[src/rtl/pfs_defs.vh]
// Constants of the point-of-load fault supervisor: register map, fields, reset values, limits and timing.
// Assumes a 100 MHz core clock; every count below is derived from a time and this period.
`ifndef PFS_DEFS_VH
`define PFS_DEFS_VH

// ==========================================================================
// Register offsets (byte addresses)
`define PFS_OFF_CTRL      8'h00
`define PFS_OFF_OC_CFG    8'h04
`define PFS_OFF_OV_CFG    8'h08
`define PFS_OFF_UV_CFG    8'h0C
`define PFS_OFF_LATCH_CFG 8'h10
`define PFS_OFF_STATUS    8'h14
`define PFS_OFF_INT_STAT  8'h18
`define PFS_OFF_INT_MASK  8'h1C

// ==========================================================================
// Fields and reset values
`define PFS_CTRL_RESTART  0
`define PFS_CTRL_TRK_EN   1
`define PFS_CTRL_PG_SEL   2
`define PFS_OC_SEL_RST    4'hA
`define PFS_OC_SEL_MAX    4'hA
`define PFS_OV_SEL_RST    2'h2
`define PFS_OV_SEL_MAX    2'h2
`define PFS_UV_SEL_RST    2'h0
`define PFS_LATCH_RST     5'h00
`define PFS_EV_OC         0
`define PFS_EV_OV         1
`define PFS_EV_UV         2
`define PFS_EV_OT         3
`define PFS_EV_TRK        4
`define PFS_EV_WARN       5

// ==========================================================================
// Limits (percent, degrees Celsius, millivolts)
`define PFS_OC_PCT_BASE   8'h28
`define PFS_OV_PCT_BASE   8'h6E
`define PFS_UV_PCT_BASE   8'h4B
`define PFS_PG_LO_PCT     8'h5A
`define PFS_PG_LO_ALT_PCT 8'h5F
`define PFS_PG_HI_PCT     8'h6E
`define PFS_OV_MIN_MV     12'h3E8
`define PFS_TRK_WIN_MV    13'h0FA
`define PFS_OT_TRIP_C     8'h78
`define PFS_OT_REL_C      8'h6E
`define PFS_WARN_HYST_C   8'h03

// ==========================================================================
// Timing
`define PFS_CLK_NS        10
`define PFS_TRIP_DLY_NS   6000
`define PFS_OT_DLY_NS     2000000
`define PFS_RETRY_NS      130000000
`define PFS_CYC_UP(ns)    (((ns) + `PFS_CLK_NS - 1) / `PFS_CLK_NS)

`endif

[src/rtl/pfs_filter.v]
// Holds a level and lets it follow its input only after the input has been steady for N cycles.
// Input comes from logic on the same clock.
`default_nettype none

module pfs_filter #(
  parameter             CNT_W = 18,
  parameter [CNT_W-1:0] N     = 600
) (
  // Clock and reset
  input  wire sys_clk,
  input  wire reset,
  // Level in and out
  input  wire din,
  output reg  dout_r
);

  reg [CNT_W-1:0] cnt_r;

  // A glitch shorter than N cycles restarts the count, so it never reaches the output
  always @(posedge sys_clk) begin
    if (reset) begin
      cnt_r  <= {CNT_W{1'b0}};
      dout_r <= 1'b0;
    end else if (din != dout_r) begin
      if (cnt_r == N - 1'b1) begin
        cnt_r  <= {CNT_W{1'b0}};
        dout_r <= din;
      end else begin
        cnt_r <= cnt_r + 1'b1;
      end
    end else begin
      cnt_r <= {CNT_W{1'b0}};
    end
  end

endmodule // pfs_filter

`default_nettype wire

[src/rtl/pfs_hyst.v]
// Temperature comparator with hysteresis: sets at or above SET_AT, clears at or below CLR_AT.
// Temperature is a signed whole number of degrees on the core clock.
`default_nettype none

module pfs_hyst #(
  parameter signed [7:0] SET_AT = 8'sh78,
  parameter signed [7:0] CLR_AT = 8'sh6E
) (
  // Clock and reset
  input  wire              sys_clk,
  input  wire              reset,
  // Temperature and result
  input  wire signed [7:0] temp,
  output reg               hot_r
);

  always @(posedge sys_clk) begin
    if (reset) begin
      hot_r <= 1'b0;
    end else if (temp >= SET_AT) begin
      hot_r <= 1'b1;
    end else if (temp <= CLR_AT) begin
      hot_r <= 1'b0;
    end
  end

endmodule // pfs_hyst

`default_nettype wire

[src/rtl/pfs_supervisor.v]
// Fault supervisor of a point-of-load converter: trip comparators, turn-off sequencing, warning, power-good, APB.
// Measurements are digitised by logic on sys_clk and need no synchroniser; voltages in mV, temperature in degC.
//
// Contract
// Overcurrent level 40..140 percent of rated current, eleven steps, resets to 140.
// Overvoltage level 110..130 percent of set-point in 10 percent steps, resets to 130.
// Overvoltage level never below one volt absolute.
// Undervoltage level 75..90 percent of set-point in 5 percent steps, resets to 75.
// Overvoltage, undervoltage, tracking faults turn converter off six microseconds after crossing.
// Overtemperature trips at 120 degC; restart allowed only after falling to 110 degC.
// Overtemperature turn-off follows the trip by at least two milliseconds.
// Tracking off by default; when on, checks ramp-up only, trips beyond 250 mV.
// Warning always on; flag sets at 120 degC, clears after 3 degree drop.
// Warning flag asserts six microseconds after its level is exceeded.
// Power-good high inside window 90 or 95 up to 110 percent, default 90.
// Power-good changes state six microseconds after crossing either window edge.
// Each fault latching or retrying every 130 ms; retrying by default.
`include "pfs_defs.vh"
`default_nettype none

module pfs_supervisor #(
  parameter integer OT_CYC    = `PFS_CYC_UP(`PFS_OT_DLY_NS),
  parameter integer RETRY_CYC = `PFS_CYC_UP(`PFS_RETRY_NS)
) (
  // Clock and reset
  input  wire               sys_clk,
  input  wire               reset,
  // APB slave
  input  wire               psel,
  input  wire               penable,
  input  wire               pwrite,
  input  wire [7:0]         paddr,
  input  wire [31:0]        pwdata,
  output reg                pready_r,
  output reg  [31:0]        prdata_r,
  output reg                pslverr_r,
  // Measurements
  input  wire [11:0]        i_meas,
  input  wire [11:0]        i_rated,
  input  wire [11:0]        v_meas,
  input  wire [11:0]        v_set,
  input  wire [11:0]        v_ramp_ref,
  input  wire               ramp_up,
  input  wire signed [7:0]  temp_j,
  // Converter control and signals
  output reg                shutdown_cmd_r,
  output wire               ot_warn_r,
  output wire               window_ok_signal,
  output reg                irq_r
);

  // ==========================================================================
  // Constants
  localparam integer    TRIP_CYC = `PFS_CYC_UP(`PFS_TRIP_DLY_NS);
  localparam [17:0]     TRIP_N   = TRIP_CYC[17:0];
  localparam [17:0]     OT_N     = OT_CYC[17:0];
  localparam [23:0]     RETRY_N  = RETRY_CYC[23:0];
  localparam [19:0]     X100     = 20'h00064;
  localparam [2:0]      ST_RUN   = 3'b001;
  localparam [2:0]      ST_WAIT  = 3'b010;
  localparam [2:0]      ST_LATCH = 3'b100;

  // ==========================================================================
  // Decoding
  function [7:0] reg_sel;
    input [7:0] a;
    begin
      reg_sel = 8'h00;
      case (a)
        `PFS_OFF_CTRL:      reg_sel = 8'h01;
        `PFS_OFF_OC_CFG:    reg_sel = 8'h02;
        `PFS_OFF_OV_CFG:    reg_sel = 8'h04;
        `PFS_OFF_UV_CFG:    reg_sel = 8'h08;
        `PFS_OFF_LATCH_CFG: reg_sel = 8'h10;
        `PFS_OFF_STATUS:    reg_sel = 8'h20;
        `PFS_OFF_INT_STAT:  reg_sel = 8'h40;
        `PFS_OFF_INT_MASK:  reg_sel = 8'h80;
        default:            reg_sel = 8'h00;
      endcase
    end
  endfunction

  // Scales a 12-bit quantity by a percentage to compare against value times 100
  function [19:0] pct_of;
    input [11:0] v;
    input [7:0]  p;
    begin
      pct_of = {8'h00, v} * {12'h000, p};
    end
  endfunction

  // ==========================================================================
  // Registers
  reg        trk_en_r;
  reg        pg_sel_r;
  reg [3:0]  oc_sel_r;
  reg [1:0]  ov_sel_r;
  reg [1:0]  uv_sel_r;
  reg [4:0]  latch_cfg_r;
  reg [5:0]  int_stat_r;
  reg [5:0]  int_mask_r;
  reg [5:0]  flt_d_r;
  reg [4:0]  cause_r;
  reg [2:0]  state_r;
  reg [23:0] retry_cnt_r;

  wire [7:0] sel      = reg_sel(paddr);
  wire       acc      = psel & penable & ~pready_r;
  wire       wr       = psel & penable & pready_r & pwrite;
  wire       restart  = wr & sel[0] & pwdata[`PFS_CTRL_RESTART];

  // ==========================================================================
  // Trip levels
  wire [7:0]  oc_pct   = `PFS_OC_PCT_BASE + {1'b0, oc_sel_r, 3'b000} + {3'b000, oc_sel_r, 1'b0};
  wire [7:0]  ov_pct   = `PFS_OV_PCT_BASE + {3'b000, ov_sel_r, 3'b000} + {5'h00, ov_sel_r, 1'b0};
  wire [7:0]  uv_pct   = `PFS_UV_PCT_BASE + {4'h0, uv_sel_r, 2'b00} + {6'h00, uv_sel_r};
  wire [7:0]  pg_lo    = pg_sel_r ? `PFS_PG_LO_ALT_PCT : `PFS_PG_LO_PCT;
  wire [19:0] v_x100   = {8'h00, v_meas} * X100;
  wire [19:0] i_x100   = {8'h00, i_meas} * X100;
  wire [12:0] ref_hi   = {1'b0, v_ramp_ref} + `PFS_TRK_WIN_MV;
  wire [12:0] meas_hi  = {1'b0, v_meas} + `PFS_TRK_WIN_MV;

  // Undervoltage is judged only while the converter runs settled; off or ramping it would trip forever
  wire oc_raw  = i_x100 >= pct_of(i_rated, oc_pct);
  wire ov_raw  = (v_x100 >= pct_of(v_set, ov_pct)) && (v_meas >= `PFS_OV_MIN_MV);
  wire uv_raw  = (v_x100 <= pct_of(v_set, uv_pct)) && ~shutdown_cmd_r && ~ramp_up;
  wire trk_raw = trk_en_r & ramp_up & ~shutdown_cmd_r &
                 (({1'b0, v_meas} > ref_hi) || ({1'b0, v_ramp_ref} > meas_hi));
  wire pg_raw  = (v_x100 >= pct_of(v_set, pg_lo)) && (v_x100 <= pct_of(v_set, `PFS_PG_HI_PCT));

  // ==========================================================================
  // Qualification delays
  wire q_oc;
  wire q_ov;
  wire q_uv;
  wire q_trk;
  wire q_ot;
  wire ot_hot;
  wire warn_hot;
  wire [4:0] raw_vec = {trk_raw, 1'b0, uv_raw, ov_raw, oc_raw};
  wire [4:0] q_vec;

  genvar g;
  generate
    for (g = 0; g < 5; g = g + 1) begin : g_trip
      if (g != `PFS_EV_OT) begin : g_fast
        pfs_filter #(.CNT_W(18), .N(TRIP_N)) u_flt (
          .sys_clk (sys_clk),
          .reset   (reset),
          .din     (raw_vec[g]),
          .dout_r  (q_vec[g])
        );
      end
    end
  endgenerate

  pfs_hyst #(.SET_AT(`PFS_OT_TRIP_C), .CLR_AT(`PFS_OT_REL_C)) u_ot_hyst (
    .sys_clk (sys_clk),
    .reset   (reset),
    .temp    (temp_j),
    .hot_r   (ot_hot)
  );

  // The long filter also holds the fault for the same time after cooling, which only delays restart
  pfs_filter #(.CNT_W(18), .N(OT_N)) u_ot_flt (
    .sys_clk (sys_clk),
    .reset   (reset),
    .din     (ot_hot),
    .dout_r  (q_vec[`PFS_EV_OT])
  );

  pfs_hyst #(.SET_AT(`PFS_OT_TRIP_C), .CLR_AT(`PFS_OT_TRIP_C - `PFS_WARN_HYST_C)) u_warn_hyst (
    .sys_clk (sys_clk),
    .reset   (reset),
    .temp    (temp_j),
    .hot_r   (warn_hot)
  );

  pfs_filter #(.CNT_W(18), .N(TRIP_N)) u_warn_flt (
    .sys_clk (sys_clk),
    .reset   (reset),
    .din     (warn_hot),
    .dout_r  (ot_warn_r)
  );

  pfs_filter #(.CNT_W(18), .N(TRIP_N)) u_pg_flt (
    .sys_clk (sys_clk),
    .reset   (reset),
    .din     (pg_raw),
    .dout_r  (window_ok_signal)
  );

  assign q_oc  = q_vec[`PFS_EV_OC];
  assign q_ov  = q_vec[`PFS_EV_OV];
  assign q_uv  = q_vec[`PFS_EV_UV];
  assign q_ot  = q_vec[`PFS_EV_OT];
  assign q_trk = q_vec[`PFS_EV_TRK];

  wire       any_fault = q_oc | q_ov | q_uv | q_ot | q_trk;
  wire       lat_hit   = |(q_vec & latch_cfg_r);
  wire       ot_hold   = q_ot | ot_hot;

  // ==========================================================================
  // Turn-off sequencing
  always @(posedge sys_clk) begin
    if (reset) begin
      state_r        <= ST_RUN;
      shutdown_cmd_r <= 1'b0;
      retry_cnt_r    <= 24'h000000;
      cause_r        <= 5'h00;
    end else begin
      case (state_r)
        ST_RUN: begin
          retry_cnt_r <= 24'h000000;
          if (any_fault) begin
            shutdown_cmd_r <= 1'b1;
            cause_r        <= q_vec;
            state_r        <= lat_hit ? ST_LATCH : ST_WAIT;
          end
        end
        ST_WAIT: begin
          if (retry_cnt_r == RETRY_N - 1'b1) begin
            retry_cnt_r <= 24'h000000;
            // A hot die keeps the converter off for another period
            if (!ot_hold) begin
              shutdown_cmd_r <= 1'b0;
              state_r        <= ST_RUN;
            end
          end else begin
            retry_cnt_r <= retry_cnt_r + 1'b1;
          end
        end
        ST_LATCH: begin
          if (restart && !ot_hold) begin
            shutdown_cmd_r <= 1'b0;
            state_r        <= ST_RUN;
          end
        end
        default: begin
          state_r        <= ST_LATCH;
          shutdown_cmd_r <= 1'b1;
        end
      endcase
    end
  end

  // ==========================================================================
  // Interrupt status: rising edges of qualified faults and the warning
  wire [5:0] flt_now = {ot_warn_r, q_vec};
  wire [5:0] ev_set  = flt_now & ~flt_d_r;
  wire [5:0] w1c     = (wr & sel[6]) ? pwdata[5:0] : 6'h00;

  always @(posedge sys_clk) begin
    if (reset) begin
      flt_d_r    <= 6'h00;
      int_stat_r <= 6'h00;
      irq_r      <= 1'b0;
    end else begin
      flt_d_r    <= flt_now;
      // A new event in the clearing cycle survives the clear
      int_stat_r <= (int_stat_r & ~w1c) | ev_set;
      irq_r      <= |(((int_stat_r & ~w1c) | ev_set) & int_mask_r);
    end
  end

  // ==========================================================================
  // Configuration writes
  always @(posedge sys_clk) begin
    if (reset) begin
      trk_en_r    <= 1'b0;
      pg_sel_r    <= 1'b0;
      oc_sel_r    <= `PFS_OC_SEL_RST;
      ov_sel_r    <= `PFS_OV_SEL_RST;
      uv_sel_r    <= `PFS_UV_SEL_RST;
      latch_cfg_r <= `PFS_LATCH_RST;
      int_mask_r  <= 6'h00;
    end else if (wr) begin
      if (sel[0]) begin
        trk_en_r <= pwdata[`PFS_CTRL_TRK_EN];
        pg_sel_r <= pwdata[`PFS_CTRL_PG_SEL];
      end
      // Out-of-range codes clamp to the top step rather than wrap
      if (sel[1]) begin
        oc_sel_r <= (pwdata[3:0] > `PFS_OC_SEL_MAX) ? `PFS_OC_SEL_MAX : pwdata[3:0];
      end
      if (sel[2]) begin
        ov_sel_r <= (pwdata[1:0] > `PFS_OV_SEL_MAX) ? `PFS_OV_SEL_MAX : pwdata[1:0];
      end
      if (sel[3]) begin
        uv_sel_r <= pwdata[1:0];
      end
      if (sel[4]) begin
        latch_cfg_r <= pwdata[4:0];
      end
      if (sel[7]) begin
        int_mask_r <= pwdata[5:0];
      end
    end
  end

  // ==========================================================================
  // APB answer: one wait state, then data, ready and error together
  reg [31:0] rdata;

  always @* begin
    rdata = 32'h00000000;
    case (1'b1)
      sel[0]: rdata = {29'h00000000, pg_sel_r, trk_en_r, 1'b0};
      sel[1]: rdata = {28'h0000000, oc_sel_r};
      sel[2]: rdata = {30'h00000000, ov_sel_r};
      sel[3]: rdata = {30'h00000000, uv_sel_r};
      sel[4]: rdata = {27'h0000000, latch_cfg_r};
      sel[5]: rdata = {16'h0000, 3'b000, cause_r, state_r, window_ok_signal, ot_warn_r, shutdown_cmd_r, 2'b00};
      sel[6]: rdata = {26'h0000000, int_stat_r};
      sel[7]: rdata = {26'h0000000, int_mask_r};
      default: rdata = 32'h00000000;
    endcase
  end

  always @(posedge sys_clk) begin
    if (reset) begin
      pready_r  <= 1'b0;
      prdata_r  <= 32'h00000000;
      pslverr_r <= 1'b0;
    end else begin
      pready_r  <= acc;
      pslverr_r <= acc & ~(|sel);
      if (acc && !pwrite) begin
        prdata_r <= rdata;
      end
    end
  end

endmodule // pfs_supervisor

`default_nettype wire

[config.mk]
export PLATFORM = sky130hd
export DESIGN_NAME = pfs_supervisor
export DESIGN_NICKNAME = d
export VERILOG_FILES = /design/src/rtl/pfs_filter.v /design/src/rtl/pfs_hyst.v /design/src/rtl/pfs_supervisor.v
export VERILOG_INCLUDE_DIRS = /design/src /design/src/rtl
export SDC_FILE = /design/constraint.sdc
export NUM_CORES = 1
export LEC_CHECK = 0
export BUFFER_PORTS_ARGS = -buffer_cell sky130_fd_sc_hd__buf_4
export CORE_MARGIN = 5
export CORE_UTILIZATION = 55
export CTS_BUF_LIST = sky130_fd_sc_hd__clkbuf_8
export DETAILED_ROUTE_END_ITERATION = 6
export PLACE_DENSITY = 0.73
export SETUP_SLACK_MARGIN = 0.2
export SYNTH_ARGS = -nofsm -noshare
export SYNTH_HDL_FRONTEND = slang
export SYNTH_SLANG_ARGS = --single-unit
[constraint.sdc]
create_clock -name sys_clk -period 15.59 [get_ports sys_clk]
set_input_delay 4.677 -clock sys_clk [delete_from_list [all_inputs] [get_ports sys_clk]]
set_output_delay 4.677 -clock sys_clk [all_outputs]
set_load 0.03 [all_outputs]
Word-level counts from Yosys, hierarchy flattened

Memory sizes are Yosys's and may differ from the RTL's.
Cells that the tools add are included.

Output and inout bits: 38
ROM bits: 256
Input bits: 114
Register bits after elaboration: 236
Memories kept: 1
Word-level logic and storage cells: 194

Mux-type cells: 30
Equality and inequality tests: 22
Magnitude comparators: 13
$add $sub $neg: 16
Reduce and logical (&&, ||, !) cells: 38
Multipliers: 7
Bitwise logic cells: 34

Memories:

| name             | words | width | read ports | clocked after Yosys merged registers in | wr ports | line                | source |
|---|---|---|---|---|---|---|---|
| (name not given) | 32    | 8     | 1          | 0                                       | 0        | pfs_supervisor.v:69 | `case (a)` |

Operators with widths:

| cell                  | count |
|---|---|
| $add 18x1->18 const B | 7 |
| $eq 18x10->1 const B  | 6 |
| $mux 13               | 6 |
| $mul 12x8->20         | 3 |
| $pmux 24 s2           | 1 |
| $ge 19x20->1          | 2 |
| $mul 12x5->17 const B | 2 |
| $reduce_and 2->1      | 14 |
| $add 12x8->13 const B | 2 |
| $gt 12x13->1          | 2 |
| $add 24x1->24 const B | 1 |
| $eq 24x24->1 const B  | 1 |
| $mux 24               | 1 |
| $reduce_or 3->1       | 7 |
| $le 19x20->1          | 1 |
| $ge 19x19->1          | 1 |
| $le 19x19->1          | 1 |
| $mul 12x7->19         | 1 |
| $and 6x6->6           | 3 |
| $eq 18x18->1 const B  | 1 |
| $mul 12x6->18 const B | 1 |
| $mux 3                | 6 |
| $mux 6                | 3 |
| $le 8x8->1 const B    | 2 |
| other kinds (36)      | 85 |

Logic depth before layout (Yosys ltp)

Gate-level depths: netlist (run 1).

Depth in word-level cells: 10
Gate-level depth with buffers: 33
Mapped depth without buffers: 30

Cells and area by module

A second synthesis (run 1) with hierarchy kept.

Cells, all modules: 3175
Area, all modules: 27307.4 µm²

Modules (own cells, without submodules):

| module                                  | area an instance (µm²) | times used | seq. area each (µm²) | cells an instance |
|---|---|---|---|---|
| pfs_supervisor                          | 20638.5                | 1          | 1641.6               | 2457 |
| pfs_filter (g_trip[0].g_fast.u_flt ...) | 937.1                  | 6          | 380.4                | 101 |
| pfs_filter (u_ot_flt)                   | 934.6                  | 1          | 380.4                | 102 |
| pfs_hyst (u_warn_hyst)                  | 56.3                   | 1          | 20.0                 | 5 |
| pfs_hyst (u_ot_hyst)                    | 55.1                   | 1          | 20.0                 | 5 |

Least setup slack after synthesis (run 1)

OpenSTA, ideal clock, no wires.

Kind: input -> register
Start: input v_set[8]
End: register g_trip[1].g_fast.u_flt.cnt_r[11]
Data arrival time: 10.331 ns
Required time: 15.475 ns
Cell stages on the path: 25
Path slack: 5.144 ns
Cells stage by stage: clkbuf_1 > inv_1 > nor2_1 > fa_1 > inv_1 > fa_1 > fa_1 > fa_1 > inv_1 > ha_1 > a21o_1 > a21oi_1 > and2_1 > a21oi_1 > a31oi_1 > xor2_1 > ha_1 > a21o_1 > a21oi_1 > nand4b_1 > o21ai_2 > nor4b_1 > nor4_2 > buf_4 > nor2_1

Word-level cells in the longest chain between the ends: 6

RTL lines:

| what                             | line                 | source |
|---|---|---|
| start, declared                  | pfs_supervisor.v:41  | `input wire [11:0] v_set,` |
| $mul 12x8->20                    | pfs_supervisor.v:88  | `pct_of = {8'h00, v} * {12'h000, p};` |
| $ge 19x20->1                     | pfs_supervisor.v:125 | `` wire ov_raw = (v_x100 >= pct_of(v_set, ov_pct)) && (v_meas >= `PFS_OV_MIN_MV); `` |
| $logic_and 1x1->1                | pfs_supervisor.v:125 |  |
| $ne 1x1->1                       | pfs_filter.v:24      | `end else if (din != dout_r) begin` |
| $not 1->1 (no source line)       | n/a                  |  |
| $reduce_or 3->1 (no source line) | n/a                  |  |
| end signal, assigned             | pfs_filter.v:22      | `cnt_r <= {CNT_W{1'b0}};` |
| end signal, assigned             | pfs_filter.v:26      | `cnt_r <= {CNT_W{1'b0}};` |
| end signal, assigned             | pfs_filter.v:29      | `cnt_r <= cnt_r + 1'b1;` |
| end, declared                    | pfs_filter.v:17      | `reg [CNT_W-1:0] cnt_r;` |

Every way passes these cells.
A chain may end at the register's enable or synchronous reset.

Worst setup path after layout (run 1)

Start: input v_set[3]
End: register u_pg_flt.cnt_r[14]

Word-level cells in the longest chain between the ends: 6
Elaborated cells between the ends (all ways): 8
Those cells by class: mul (2); order compare (2); eq/ne (1); bitwise (1); reduce/logical (2)

RTL lines:

| what                                                  | line                 | source |
|---|---|---|
| $mul 12x7->19 / $mul 12x6->18 (equally long branches) | pfs_supervisor.v:88  |  |
| $ge 19x19->1 / $le 19x19->1 (equally long branches)   | pfs_supervisor.v:129 | `` wire pg_raw = (v_x100 >= pct_of(v_set, pg_lo)) && (v_x100 <= pct_of(v_set, `PFS_PG_HI_PCT)); `` |
| $logic_and 1x1->1 (*)                                 | pfs_supervisor.v:129 |  |
| $ne 1x1->1 (*)                                        | pfs_filter.v:24      |  |
| $not 1->1 (no source line) (*)                        | n/a                  |  |
| $reduce_or 3->1 (no source line) (*)                  | n/a                  |  |
| end signal, assigned                                  | pfs_filter.v:22      |  |
| end signal, assigned                                  | pfs_filter.v:26      |  |
| end signal, assigned                                  | pfs_filter.v:29      |  |
| end, declared                                         | pfs_filter.v:17      |  |

Every way passes the cells marked *; elsewhere a longest branch is shown, timed or not.

==> results of run 1 <==
-- cells in the mapped netlist, types with 75 or more instances --
master,number,share of area [%]
inv_1,457,6.4
xnor2_1,113,3.7
a21oi_1,136,2.5
nor3_1,75,1.4
nor2_1,255,3.6
xor2_1,108,3.5
fa_1,218,16
ha_1,439,21
and2_1,89,2.1
nand3_1,89,1.7
dfxtp_1,217,16
nand2_1,200,2.8
-- routing by layer --
metal,global-route usage (%),routed length [microns]
met5,0,0
met4,6.67,1780
met3,2.96,3160
met2,40.3,30400
met1,29.8,27300
-- power breakdown --
part           switching (W)  internal [W]  total, W
logic               0.000889      0.000642   0.00153
registers          0.0000140      0.000564  0.000578
clock network       0.000222      0.000370  0.000591
total                0.00112       0.00158   0.00270
-- area by class of cell --
| class | count | share of cell area [%] |
|---|---|---|
| Multi-Input combinational cell | 2382 | 70.3 |
| Sequential cell | 217 | 15.1 |
| Inverter | 461 | 6.00 |
| Timing Repair Buffer | 118 | 3.07 |
| Tap cell | 615 | 2.67 |
| Clock buffer | 38 | 1.81 |
| Clock inverter | 18 | 1.08 |
| Antenna cell | 1 | 0.00868 |
-- kinds of logic (layout without fill, tap and decap cells) --
kind of cell / Yosys count / count (layout) / share of synthesized area [%]
compound gates: 472 / 472 / 11.7
mux: 26 / 26 / 1.12
fa+ha+maj: 657 / 657 / 36.9
flops: 217 / 217 / 16.3
xor+xnor: 222 / 222 / 7.30
simple gates: 986 / 986 / 18.6
buf+inv: 550 / 635 / 8.13
other cells: 1 / 20 / 0.0140
-- placed cells by master, fill, tap and decap left out, drive strengths merged, types with 91 or more instances in the layout --
master and n:
dfxtp 217, xnor2 114, fa 218, nand2 200
inv 463, ha 439, xor2 108, nand3 91
a21oi 146, nor2 255, buf 118
-- critical path: cells and delay by family --
family          cells  cell delay (ns)
compound gates     10             2.58
xor+xnor            1             0.14
fa+ha+maj           6             2.40
buf+inv             5             0.89
simple gates        3             0.84
-- worst paths after layout --
| check | slack (ns) | end | startpoint | cells past startpoint |
|---|---|---|---|---|
| worst max-delay path | 4.39 | u_pg_flt.cnt_r[14]$_SDFF_PP0_ | v_set[3] | 25 |
| worst min-delay path | 0.44 | u_pg_flt.cnt_r[0]$_SDFF_PP0_ | u_pg_flt.cnt_r[0]$_SDFF_PP0_ | 1 |
| worst max register to register | 7.14 | g_trip[0].g_fast.u_flt.cnt_r[13]$_SDFF_PP0_ | oc_sel_r[0]$_SDFFE_PP0P_ | 27 |
| worst min register to register | 0.44 | u_pg_flt.cnt_r[0]$_SDFF_PP0_ | u_pg_flt.cnt_r[0]$_SDFF_PP0_ | 1 |
-- metrics by stage --
stage	worst slack (ns)	power [W]	instances	instance area [sq um]	hold slack, ns
floorplan	5.14	0.00174	3149	26800	0.409
global placement	4.08	0.00204	3793	28000	0.420
detailed placement	3.91	0.00211	3793	28000	0.431
CTS	4.45	0.00271	3849	28800	0.440
global route	4.13	0.00294	3849	28800	0.461
finish	4.39	0.00270	3850	28800	0.440
-- state kept, by name, summed over array words and instances, names as in the netlist, 2 cells and up --
| signal | count |
|---|---|
| ov_sel_r | 2 |
| oc_sel_r | 4 |
| cause_r | 5 |
| flt_d_r | 6 |
| uv_sel_r | 2 |
| g_trip.g_fast.u_flt.dout_r | 4 |
| int_stat_r | 6 |
| g_trip.g_fast.u_flt.cnt_r | 72 |
| state_r | 3 |
| u_ot_flt.cnt_r | 18 |
| latch_cfg_r | 5 |
| u_warn_flt.cnt_r | 18 |
| prdata_r | 13 |
| retry_cnt_r | 24 |
| u_pg_flt.cnt_r | 18 |
| int_mask_r | 6 |
==> results.md, run 1 <==
- The number of antenna violations at the first check in global routing came to 0.
- The class of the most critical setup path is input pin to register.
- Timing would allow up to between 80 and 90 MHz.
- The final standard cell utilization of the core is 60.2%.
- The time the worst path needs with I/O delays and setup is 11.20 ns.
- Input and output buffers added on the ports amount to ~110.
- The post-synthesis sequential element count is approximately 220.
- The global router's overall resource usage is 23.0%.
- In the final routed layout, each cell accounts on average for 16.3 microns.
- The first-pass GRT wire length is 104000 microns.
- The share of layout cells above drive strength 1 is under 10%.
- The via total after detailed routing is ~22000.
- The total number of placement rows is 80.
- The DRC violations left is 5.
- The post-synthesis sequential area ratio is between 10% and 20%.
- The number of failing setup endpoints in the final timing report is 0.
- The number of gates resized after CTS is 0.
- Of the available clock period, the critical path in the final layout requires a little under three quarters.
- The maximum root-to-sink buffer count is 3.
- In this run the number of H-tree levels came out at 1.
- Once the floorplan was initialized, standard cells occupied a little under three fifths of the core.
- The layout overhead on the synthesized area is 7.92%.
- At the worst endpoint, the arrival time is 11.55 ns.
- Dividing the detail-routed via count by the number of cells gives 5.65.
- Among all stages on the critical path, the largest delay is contributed by a311oi_1.
- The number of routed nets with antenna violations is 0.
- The clock net in this run drives a total of approximately 220 sinks.
- The die covers 53100 sq um.
- For this run, asynchronously set or reset flops after synthesis account for 0%.
- The path class of the tightest hold or removal check is register to register.
- The clock-pin transition on the worst setup and hold timing paths is 0.07 ns.
- The Yosys step of the flow raised 0 warnings.
- The largest single stage delay on the critical path is between 0.7 and 0.8 ns.
- Detailed placement finished with a half-perimeter wire length of 49200 microns.
- Registers take 4340 sq um.
- IR analysis of the VDD net gives a maximum drop of 0.0000643 V.
- 152 I/O pins were placed.
- Counting the fill cells in the layout gives between 4000 and 5000.
- Entering global routing, the biggest net connects 59 pins.
- The core region is 47900 sq um.
- The number of buffers inserted to repair setup after CTS is 0.
- STA classifies the critical path endpoint as a register.
- The checks that failed: design-rule violations.
- The first detailed-routing pass took 7 iterations.
- After clock tree synthesis, the flow added hold-fix buffers numbering 0.
- The congestion estimate from routability-driven global placement came to roughly 0.89.
- The power per unit of standard cell area is around 94 nW/um^2.
- After routing, the total negative slack on setup checks comes to 0 ns.
- The pin slew with the least headroom to its limit is ~1.2 ns.
- The synthesized design contains 0 enable-type register cells.
- Headroom to the max-slew limit came out at between 10% and 20%.
- The remaining global-route overflow is 0.
- For the final database, setup skew stands at 0.0477 ns.
- CTS placed an instance of clkbuf_8 at the clock tree root.
- The final count of hold timing violations was 0.
- Wires add up to between 60000 and 70000 microns.
- The initial DRC count is 1200.
- The number of maximum-capacitance constraint violations is 0.
- The most common flop cell mapped by yosys is dfxtp_1.
- The number of global-route vias before repair is between 20000 and 25000.
- The run finished, with violations left.
- The multi-input gate area in the final layout is 20300 sq um.
- The die width is about 230 microns.
- The clock reaches the later pin of the worst-skew pair after ~0.57 ns.
- The total count of max-transition violations in the final report is 0.
- The synthesized cell area is roughly 27000 sq um.
- The die span in y is approximately 230 microns.
- Along the worst path, the maximum fanout reaches 18.
- For this run, the post-layout net count is between 3000 and 4000.
- For the worst setup path, the data required time is 15.94 ns.
- The count of mapped cells out of synthesis is roughly 3100.
- The number of buffers added by the clock tree synthesis step is 30.
- The worst setup path is launched from an input pin.
- In this run the static leakage power is around 14 nW.
- The CTS tree is built.
- After synthesis, the mean cell area works out to around 8.5 sq um.
- The number of distinct library cells after synthesis is 81.
- Setup repair after global routing left no endpoint under its margin.
(Power assumes the default switching activity.)
==> inputs of run 2 (changes only) <==
ABC_AREA = 1   (was not set)
clock period = 10.55 ns   (was 15.59 ns; I/O delays follow)
==> results.md, run 2 <==
- The run finished with clean final reports.
- The number of clock sinks is approximately 220.
- The remaining global-route overflow is 0.
- Power comes to 0.00374 W.
- The die width is approximately 230 microns.
- The required time at the endpoint of the critical path is between 10 and 15 ns.
- Subtracting the final worst setup slack from the clock period gives between 8 and 9 ns.
- Global routing consumed, over all layers together, between 20% and 30% of the routing resources.
- The quantity of I/O buffers inserted on ports is 106.
- Leaving out fill and tap cells, the most frequent cells in the layout are inv_1 (806), nand2_1 (575), ha_1 (439).
- Clock-pin slew was measured on the worst setup and hold paths at 0.06 ns.
- The post-synthesis sequential area ratio is about 16%.
- The largest registers in the layout are g_trip.g_fast.u_flt.cnt_r x72, retry_cnt_r x24.
- Relative to the synthesized area, the layout overhead comes to 7.37%.
- Along the worst path, the maximum fanout reaches 18.
- The total number of placement rows is between 80 and 90.
- Among all flip-flop cells after synthesis, the most frequent one is dfxtp_1.
- The detailed router finished its first iteration with 1442 violations.
- The share of layout cells above drive strength 1 is between 6 and 7%.
- The final-stage net count is between 4000 and 5000.
- The design area is between 20000 and 30000 sq um.
- In this run the remaining antenna-violating nets after routing total 0.
- The synthesized cell area is approximately 27000 sq um.
- For the pin with the worst max-slew slack, the measured transition is slightly above 1 ns.
- The number of maximum-capacitance constraint violations is 0.
- Entering global routing, the biggest net connects 48 pins.
- Detailed placement ended at an HPWL of about 48000 microns.
- The congestion estimate from routability-driven global placement came to between 0.9 and 1.
- For this configuration, the core starts out at a cell density of between 50% and 60%.
- In this run the count of I/O pins placed on the die edge is approximately 150.
- The DRC violations left is 0.
- The number of hold buffers added after CTS is 0.
- The maximum operating frequency is between 100 and 150 MHz.
- For this design the ratio of total power to cell area is 128 nW/um^2.
- Setup violations remaining at the end of the flow were counted as 0.
- The post-route fraction of the period consumed by the critical path is between 80 and 90%.
- By area the synthesized netlist is led by ha_1 (20%), fa_1 (16%), dfxtp_1 (16%).
- The instance area after placement is 28500 sq um.
- In the final routed layout, each cell accounts on average for around 14 microns.
- The routed wire length is about 59000 microns.
- The leakage power total is ~15 nW.
- IR analysis of the VDD net gives a maximum drop of 0.0000901 V.
- The number of distinct library cells after synthesis is between 50 and 60.
- The largest single stage delay on the critical path is around 0.56 ns.
- The flip-flop count of the largest register, all copies and words added is a little over 70.
- The die covers around 54000 sq um.
- The synthesized design spends more area on one cell type than any other, namely ha_1.
- The number of buffers inserted to repair setup after CTS is 0.
- The number of antenna violations at the first check in global routing was 1.
- Counting stages on the worst path, the most repeated cell is nand2_1.
- The number of global-route vias before repair is approximately 21000.
- The die span in y is 232 microns.
- For this run, asynchronously set or reset flops after synthesis account for 0%.
- Counting the buffers created by CTS gives 31.
- The clock tree skew after final layout is 0.0272 ns.
- The post-synthesis sequential element count is approximately 220.
- The mean area per synthesized cell is 7.52 sq um.
- The element type at the critical path start is an input pin.
- Data on the critical path arrives at its endpoint at 9.25 ns.
- Adding up every negative setup slack in the final design gives 0 ns.
- Clock tree synthesis selected as its root buffer the cell clkbuf_8.
- The standard cell core area is about 50000 sq um.
- The via total after detailed routing is about 22000.
- During synthesis, Yosys emitted a total of 0 warnings.
- For the worst-skew pair, the clock arrives at the later sink with an insertion delay of between 0.5 and 0.6 ns.
- STA classifies the critical path endpoint as a register.
- Before CTS, the worst setup slack after placement is between 1 and 1.5 ns.
- The number of gates resized after CTS is 0.
- The count of mapped cells out of synthesis is 3613.
- By count the netlist is led by inv_1 (798), nand2_1 (575), ha_1 (439).
- In this run the biggest area consumer among cell types represents about a fifth of the synthesized area.
- The class of the most critical setup path is input pin to register.
- The repair_antennas step left the layout with diodes totalling 0.
- The maximum root-to-sink buffer count is 3.
- CTS built an H-tree with a depth of 1.
- The total count of max-transition violations in the final report came to 0.
- Yosys mapped a number of flops with a built-in enable equal to 0.
- Setup repair after global routing left no endpoint under its margin.
- Leaving out fill and tap cells, the most frequent cell in the layout is inv_1.
- The CTS tree is built.
- The most frequent cell after synthesis is inv_1.
- The final count of hold timing violations came to 0.
- In this run the worst hold path is classified as register to register.
- The library cell contributing the largest single delay on the critical path is fa_1.
- The worst relative slew slack is between 30% and 40%.
- The top register by number of flip-flops is g_trip.g_fast.u_flt.cnt_r.
- The first global-routing pass estimated about 100000 microns of wire.
- The final setup slack of the worst path is between 1.5 and 2 ns.
- The number of detailed-routing iterations run before antenna repair is 6.
- The average vias per placed instance is 5.10.
==> run 2: cell types whose count changed after synthesis, moves of 29 or more <==
cell / before / now
nand3_1: 89 / 124
and3_1: 40 / 1
xor2_1: 108 / 142
o21ai_0: 72 / 116
a21oi_1: 136 / 194
and2_1: 89 / 0
nand2_1: 200 / 575
inv_1: 457 / 798
clkbuf_1: 59 / 30
nor2_1: 255 / 361
nand2b_1: 48 / 0
a21o_1: 53 / 9
nor2b_1: 50 / 0
xnor2_1: 113 / 57
==> run 2: logic make-up after synthesis <==
family | after synthesis | share of synthesized area, %
AND/OR/NAND/NOR | 1259 | 20.3
buffers and inverters | 869 | 12.4
adder cells (fa/ha/maj) | 657 | 36.3
AO/OA/AOI/OAI | 411 | 8.55
flip-flops | 217 | 16.0
XOR/XNOR | 199 | 6.42
other | 1 | 0.0138
==> run 2: critical path, delay by kind of cell <==
family	cells	cell delay, ns
and+or+nand+nor	10	1.59
AOI/OAI and AO/OA	6	0.83
adders and majority gates	6	2.71
buffers and inverters	3	0.76
xor gates and xnor gates	1	0.16
==> run 2: cell type report <==
| class | instances | area, sq um |
|---|---|---|
| clock inverters | 15 | 143 |
| repair buffers | 109 | 818 |
| flip-flops and latches | 217 | 4340 |
| inverters | 806 | 3030 |
| multi-input cells | 2545 | 19500 |
| clock buffers | 35 | 482 |
| fillers | 4587 | 19700 |
| well taps | 664 | 831 |
==> run 2: worst paths after layout <==
kind                                                    from                                    endpoint  slack (ns)  depth (start not counted)
worst max-delay path                                v_set[4]                u_pg_flt.cnt_r[2]$_SDFF_PP0_        1.81                         26
worst min-delay path            u_pg_flt.cnt_r[0]$_SDFF_PP0_                u_pg_flt.cnt_r[0]$_SDFF_PP0_        0.44                          1
worst max register to register      oc_sel_r[0]$_SDFFE_PP0P_  g_trip[0].g_fast.u_flt.cnt_r[5]$_SDFF_PP0_        2.70                         37
worst min register to register  u_pg_flt.cnt_r[0]$_SDFF_PP0_                u_pg_flt.cnt_r[0]$_SDFF_PP0_        0.44                          1
==> run 2: power by group <==
| group | switching [W] | internal, W | total (W) |
|---|---|---|---|
| clock network | 0.000313 | 0.000373 | 0.000686 |
| registers | 0.0000149 | 0.000833 | 0.000848 |
| logic | 0.00135 | 0.000857 | 0.00221 |
| total | 0.00168 | 0.00206 | 0.00374 |
==> run 2: metal layers <==
layer  track usage (%)  part of all wire [%]  vias up
met3              2.31                   4.8       86
met1              30.6                    46    10300
met2              37.9                    47      465
met4              3.79                   1.9        2
li1                  -                     -    11500
met5                 0                 0.012        -
==> run 2: stage by stage <==
step | hold WS (ns) | util (%) | instances
detailed placement | 0.435 | 58.4 | 4341
finish | 0.445 | 59.7 | 4391
floorplan | 0.418 | - | 3631
global route | 0.465 | 59.7 | 4391
global placement | 0.429 | 58.4 | 4341
CTS | 0.451 | 59.7 | 4391
